===== config.mk =====
export PLATFORM = sky130hd
export DESIGN_NAME = psm_clock_ctrl
export DESIGN_NICKNAME = d
export VERILOG_FILES = /design/src/design/psm_pkg.sv /design/src/design/psm_clock_ctrl.sv /design/src/design/psm_divider.sv
export SDC_FILE = /design/constraint.sdc
export NUM_CORES = 1
export LEC_CHECK = 0
export ABC_AREA = 0
export BUFFER_PORTS_ARGS = -buffer_cell sky130_fd_sc_hd__buf_4
export CORE_MARGIN = 4
export CORE_UTILIZATION = 30
export DETAILED_ROUTE_END_ITERATION = 8
export HOLD_SLACK_MARGIN = 0.05
export SYNTH_ARGS = -nofsm -noshare
export SYNTH_HDL_FRONTEND = slang
export SYNTH_SLANG_ARGS = --single-unit
export TNS_END_PERCENT = 50

===== constraint.sdc =====
create_clock -name clk_i -period 3.7 [get_ports clk_i]
set_input_delay 0.37 -clock clk_i [delete_from_list [all_inputs] [get_ports clk_i]]
set_output_delay 0.37 -clock clk_i [all_outputs]
set_load 0.02 [all_outputs]

===== src/design/psm_pkg.sv =====
// shared constants and types for the power saving clock control
package psm_pkg;

  localparam int unsigned PSM_NUM_MODULES = 8;
  localparam int unsigned PSM_DIV_W       = 4;
  localparam int unsigned PSM_CMC_W       = 8;

  // clock_mode_control field layout
  localparam int unsigned PSM_DIV_LSB = 0;
  localparam int unsigned PSM_DIV_MSB = 3;

  // reset values
  localparam logic [PSM_DIV_W-1:0] PSM_DIV_RST  = 4'h0;
  localparam logic [7:0]           PSM_STOP_RST = 8'h00;

  // requested mode codes on mode_req_i
  localparam logic [1:0] PSM_REQ_ACTIVE = 2'h0;
  localparam logic [1:0] PSM_REQ_IDLE   = 2'h1;
  localparam logic [1:0] PSM_REQ_SLOW   = 2'h2;
  localparam logic [1:0] PSM_REQ_PDOWN  = 2'h3;

  typedef enum logic [2:0] {
    PSM_ACTIVE = 3'b000,
    PSM_IDLE   = 3'b001,
    PSM_SLOW   = 3'b010,
    PSM_PDOWN  = 3'b011,
    PSM_WAKE   = 3'b100
  } psm_mode_e;

endpackage

===== src/design/psm_clock_ctrl.sv =====
// power saving mode clock control: idle, slow-down, power-down
`timescale 1ns/1ps
module psm_clock_ctrl (
  input  wire logic                                clk_i,
  input  wire logic                                rst_n_i,
  input  wire logic                                mode_req_valid_i,
  input  wire logic [1:0]                          mode_req_i,
  input  wire logic [psm_pkg::PSM_CMC_W-1:0]       clock_mode_control_i,
  input  wire logic [psm_pkg::PSM_NUM_MODULES-1:0] module_clk_stop_i,
  input  wire logic                                irq_wake_i,
  input  wire logic                                wake_pin_i,
  input  wire logic                                pll_lock_i,
  output logic                                     cpu_clk_en_o,
  output logic [psm_pkg::PSM_NUM_MODULES-1:0]      per_clk_en_o,
  output logic                                     osc_en_o,
  output logic                                     pll_en_o,
  output logic [2:0]                               mode_o
);
  import psm_pkg::*;

  typedef struct packed {
    psm_mode_e                  mode;
    logic                       cpu_en;
    logic [PSM_NUM_MODULES-1:0] per_en;
    logic                       osc_en;
    logic                       pll_en;
    logic [2:0]                 wake_sh;
    logic                       wake_f;
    logic [2:0]                 lock_sh;
    logic                       lock_f;
  } psm_ctl_s;

  psm_ctl_s ctl_ff;
  psm_ctl_s nxt_ctl;

  logic                 div_restart;
  logic                 div_tick;
  logic [PSM_DIV_W-1:0] div_factor;

  assign div_factor = clock_mode_control_i[PSM_DIV_MSB:PSM_DIV_LSB];

  psm_divider psm_divider_i (
    .clk_i     (clk_i),
    .rst_n_i   (rst_n_i),
    .restart_i (div_restart),
    .factor_i  (div_factor),
    .tick_o    (div_tick)
  );

  logic      base_tick;
  logic      wake_rise;
  psm_mode_e mode_nx;

  always_comb begin
    nxt_ctl = ctl_ff;
    // pin inputs: three stages, change taken when stages two and three agree
    nxt_ctl.wake_sh = {ctl_ff.wake_sh[1:0], wake_pin_i};
    nxt_ctl.lock_sh = {ctl_ff.lock_sh[1:0], pll_lock_i};
    if (ctl_ff.wake_sh[1] == ctl_ff.wake_sh[2]) begin
      nxt_ctl.wake_f = ctl_ff.wake_sh[2];
    end
    if (ctl_ff.lock_sh[1] == ctl_ff.lock_sh[2]) begin
      nxt_ctl.lock_f = ctl_ff.lock_sh[2];
    end
    wake_rise = nxt_ctl.wake_f && !ctl_ff.wake_f;

    mode_nx     = ctl_ff.mode;
    div_restart = 1'b0;
    unique case (ctl_ff.mode)
      PSM_ACTIVE: begin
        if (mode_req_valid_i) begin
          unique case (mode_req_i)
            PSM_REQ_IDLE:   mode_nx = PSM_IDLE;
            PSM_REQ_SLOW: begin
              mode_nx     = PSM_SLOW;
              div_restart = 1'b1;
            end
            PSM_REQ_PDOWN:  mode_nx = PSM_PDOWN;
            PSM_REQ_ACTIVE: mode_nx = PSM_ACTIVE;
          endcase
        end
      end
      PSM_IDLE: begin
        if (irq_wake_i || wake_rise) begin
          mode_nx = PSM_ACTIVE;
        end
      end
      PSM_SLOW: begin
        // back to full speed only on a slow period boundary
        if (mode_req_valid_i && mode_req_i == PSM_REQ_ACTIVE) begin
          mode_nx = PSM_ACTIVE;
        end
      end
      PSM_PDOWN: begin
        if (wake_rise) begin
          mode_nx = PSM_WAKE;
        end
      end
      PSM_WAKE: begin
        // clocks held until the PLL reports lock again
        if (ctl_ff.lock_f) begin
          mode_nx = PSM_ACTIVE;
        end
      end
      default: mode_nx = PSM_ACTIVE;
    endcase
    if (ctl_ff.mode == PSM_SLOW && mode_nx == PSM_ACTIVE && !div_tick) begin
      mode_nx = PSM_SLOW;
    end
    nxt_ctl.mode = mode_nx;

    base_tick = (mode_nx == PSM_SLOW) ? div_tick : 1'b1;
    if (mode_nx == PSM_SLOW && ctl_ff.mode != PSM_SLOW) begin
      base_tick = 1'b0;
    end
    nxt_ctl.osc_en = (mode_nx != PSM_PDOWN);
    nxt_ctl.pll_en = (mode_nx != PSM_PDOWN);
    nxt_ctl.cpu_en = base_tick && (mode_nx != PSM_IDLE)
                     && (mode_nx != PSM_PDOWN) && (mode_nx != PSM_WAKE);
    nxt_ctl.per_en = {PSM_NUM_MODULES{base_tick}} & ~module_clk_stop_i;
    if (mode_nx == PSM_PDOWN || mode_nx == PSM_WAKE) begin
      nxt_ctl.per_en = '0;
    end
  end

  always_ff @(posedge clk_i or negedge rst_n_i) begin
    if (!rst_n_i) begin
      ctl_ff <= '{mode: PSM_ACTIVE, cpu_en: 1'b1,
                  per_en: ~PSM_STOP_RST, osc_en: 1'b1, pll_en: 1'b1,
                  wake_sh: 3'h0, wake_f: 1'b0,
                  lock_sh: 3'h0, lock_f: 1'b0};
    end else begin
      ctl_ff <= nxt_ctl;
    end
  end

  assign cpu_clk_en_o = ctl_ff.cpu_en;
  assign per_clk_en_o = ctl_ff.per_en;
  assign osc_en_o     = ctl_ff.osc_en;
  assign pll_en_o     = ctl_ff.pll_en;
  assign mode_o       = ctl_ff.mode;

  // helper: cycles since last cpu pulse while slowed
  // gap_valid: a full period started, entry latency excluded
  logic [PSM_DIV_W:0] gap_cnt;
  logic               gap_valid;
  always_ff @(posedge clk_i or negedge rst_n_i) begin
    if (!rst_n_i) begin
      gap_cnt   <= '0;
      gap_valid <= 1'b0;
    end else if (ctl_ff.cpu_en || ctl_ff.mode != PSM_SLOW) begin
      gap_cnt   <= '0;
      gap_valid <= (ctl_ff.mode == PSM_SLOW);
    end else begin
      gap_cnt <= gap_cnt + 5'h01;
    end
  end
endmodule


===== src/design/psm_divider.sv =====
// slow-down divider producing a one-cycle enable pulse per period
`timescale 1ns/1ps
module psm_divider (
  input  wire logic                          clk_i,
  input  wire logic                          rst_n_i,
  input  wire logic                          restart_i,
  input  wire logic [psm_pkg::PSM_DIV_W-1:0] factor_i,
  output logic                               tick_o
);
  import psm_pkg::*;

  typedef struct packed {
    logic [PSM_DIV_W-1:0] cnt;
    logic [PSM_DIV_W-1:0] fac;
    logic                 tick;
  } psm_div_s;

  psm_div_s div_ff;
  psm_div_s nxt_div;

  always_comb begin
    nxt_div = div_ff;
    if (restart_i) begin
      nxt_div.cnt  = '0;
      nxt_div.fac  = factor_i;
      nxt_div.tick = 1'b0;
    end else if (div_ff.cnt == div_ff.fac) begin
      // new factor taken only at a period boundary or on restart
      nxt_div.cnt  = '0;
      nxt_div.fac  = factor_i;
      nxt_div.tick = 1'b1;
    end else begin
      nxt_div.cnt  = div_ff.cnt + 4'h1;
      nxt_div.tick = 1'b0;
    end
  end

  always_ff @(posedge clk_i or negedge rst_n_i) begin
    if (!rst_n_i) begin
      div_ff <= '{cnt: 4'h0, fac: PSM_DIV_RST, tick: 1'b0};
    end else begin
      div_ff <= nxt_div;
    end
  end

  assign tick_o = div_ff.tick;
endmodule


==> flow_metrics.tcl <==
set metrics [dict create \
    clkSinkCount 30 \
    area_delta_synth_final_pct 26.30 \
    ant_nets 0 \
    clk_pin_slew_ns 0.06 \
    fin_skew_ns 0.005311 \
    diodes 0 \
    start_util_pct 31.42 \
    drt-vias-per-instance 4.489 \
    leakage_nw 0.7432 \
    worst_pin_slew_ns 0.7148 \
    r2r_cells 4 \
    coreArea_um2 4058 \
    fin_crit_ns 1.834 \
    die_area_um2 5357 \
    muxShareOfSynthArea_pct 5.594 \
    synth_area_um2 1275 \
    n_fill_cell 419 \
    synth_seq_area_share_pct 59.86 \
    dp_hpwl_mm 1.659 \
    num_vias 799 \
    r2r-start "mode_o[0]" \
    synth_fp_nets 124 \
    die_x_um 73.19 \
    hold_end "ctl_ff[5]" \
    hold_class "in -> reg" \
    drt_iter0_markers 28 \
    peakVddDrop_mv 0.3003 \
    grt_pass1_vias 830 \
    cts_buffer_depth 2 \
    reg2reg_slack_ns 1.87 \
    synth_xor_area_share_pct 4.122 \
    cts_made_buffers 5 \
    post-route-period-util_pct 49.57 \
    synth_top_family_by_area "simple AND/OR/NAND/NOR gates" \
    total_power_mw 1.268 \
    cts.repair.resized 0 \
    clockRootBuffer "clkbuf_8" \
    hold_depth 1 \
    place_area_um2 1490 \
    critPathCaptureType "flop" \
    grt_antenna_before_repair 0 \
    ys_seq_elements 30 \
    nets 152 \
    grt_first_pass_wirelength_mm 3.663 \
    status "finished, final reports clean" \
    routed_wl_mm 2.193 \
    ioPinCount 38 \
    wl_per_cell_um 12.32 \
    synth_compound_area_share_pct 6.379 \
    path_class "reg -> reg" \
    finalCoreUtilization_pct 39.69 \
    gr-usage-all-layers_pct 8.994 \
    slew_violations 0 \
    synth_area_leaders "dfrtp_1 39%, dfstp_2 21%, buf_4 7.1%" \
    drv_cap 0 \
    synth_ff_type "dfrtp_1" \
    synth_common_cells "20 x dfrtp_1, 12 x buf_4, 12 x nor2_1" \
    fin_tns_setup_ns 0 \
    rsz0062_at_grt "false" \
    powerDensity_nw_per_um2 787.4 \
    portBuffers 33 \
    synth_cells 99 \
    setup_violations 0 \
    yosysUniqueCellTypes 31 \
    postLayoutCellArea_um2 1610 \
    synth_most_common_cell "dfrtp_1" \
    grt_max_degree 31 \
    finalHoldViolCount 0 \
    hold_start "wake_pin_i" \
    cp_max_fo 9 \
    synth_edf_count 0 \
    synth_top_area_share_pct 39.25 \
    rr_endpoint "psm_divider_i.div_ff[1]" \
    crit_required_ns 3.86 \
    arrival_ns 2.00 \
    drive_gt1_share_pct 46.09 \
    synthSimpleGateAreaFrac_pct 13.44 \
    firstDrtPassIters 4 \
    start_kind "flop" \
    post_cts_buffers 0 \
    synth.avg_cell_area_um2 12.88 \
    cts_tree "done" \
    slew-limit-headroom_pct 52.35 \
    gp_congestion 0.7900 \
    synth_area_leader_cell "dfrtp_1" \
    drc 0 \
    max_freq_mhz 545.3 \
    htreeDepth 2 \
    die_h_um 73.19 \
    synth_fa_ha_area_share_pct 2.552 \
    gr-total-overflow 0 \
    async_reset_ff_share_pct 100.0 \
    fp-row-count 23 \
    insertion_delay_ns 0.28 \
    yosys_warnings 0 \
]
==> report_power, final <==
part,switching (mW),total [mW],leakage (nW),internal (mW)
Combinational,0.204,0.446,0.343,0.242
Sequential,0.0690,0.521,0.343,0.452
Clock,0.113,0.301,0.0575,0.187
==> worst max-delay path, cell delays in order, from the launching register on <==
cell,delay (ns)
dfrtp_1,0.46
or3b_1,0.43
a32oi_2,0.28
o31a_4,0.25
mux2_4,0.31
==> metal layers <==
layer  up-vias  GRT usage, %  wire, um
met1       389         10.53       934
met5         -             0         0
met4         0         3.893        34
met2        31         14.60      1034
met3         4         3.444       189
li1        375             -         -
==> cell families (layout without fill, tap and decap cells) <==
group	count (synthesis)	in the layout
and+or+nand+nor	32	32
DFF	30	30
buffers and inverters	15	44
AOI/OAI and AO/OA	8	8
xor gates and xnor gates	6	6
muxes	5	5
adders and majority gates	3	3
==> registers in the layout (all words and copies together), names as in the netlist <==
name                  cells
ctl_ff                    8
per_clk_en_o              8
psm_divider_i.div_ff      8
mode_o                    3
cpu_clk_en_o              1
pll_en_o                  1
psm_divider_i.tick_o      1
==> through the flow <==
step | worst slack (ns) | instances | hold slack, ns
2_1_floorplan | 1.987 | 99 | 0.07441
5_1_grt | 1.762 | 178 | 0.1880
4_1_cts | 1.858 | 178 | 0.1897
6_report | 1.866 | 178 | 0.2000
3_3_place_gp | 1.894 | 169 | 0.3069
3_5_place_dp | 1.880 | 169 | 0.3123
==> placed cells by master, fill, tap and decap left out, drive strengths merged, types with 2 or more instances in the layout <==
cell and n:
maj3 2, mux2 5, and2 3, buf 33, o22ai 2, clkbuf 8, nand2 5, nor2 12
inv 2, nor2b 2, dfstp 10, xnor2 5, dfrtp 20, and2b 2
==> worst max-delay path by stage <==
stage,start,to,slack [ns],cells after the start
global placement,mode_o[0],psm_divider_i.div_ff[1],1.89,4
detailed placement,mode_o[0],psm_divider_i.div_ff[1],1.88,4
CTS,mode_o[0],psm_divider_i.div_ff[1],1.86,4
finish,mode_o[0],psm_divider_i.div_ff[1],1.87,4
floorplan,mode_o[0],psm_divider_i.div_ff[1],1.99,4
global route,mode_o[0],psm_divider_i.div_ff[4],1.76,4
==> timing repair <==
action | CTS | global route
endpoints found under the setup margin | 0 | 0
hold buffers | 1 | 0
hold endpoints to repair | 20 | 0
==> cell type report <==
cell class                      count  area, um^2  area share, %
Clock buffer                        8       110.1          6.838
Inverter                            2       7.507         0.4662
Multi-Input combinational cell     54       409.1          25.41
Sequential cell                    30       763.2          47.40
Tap cell                           50       62.56          3.885
Timing Repair Buffer               34       257.7          16.01
No activity file was read; power rests on OpenSTA's default activity.
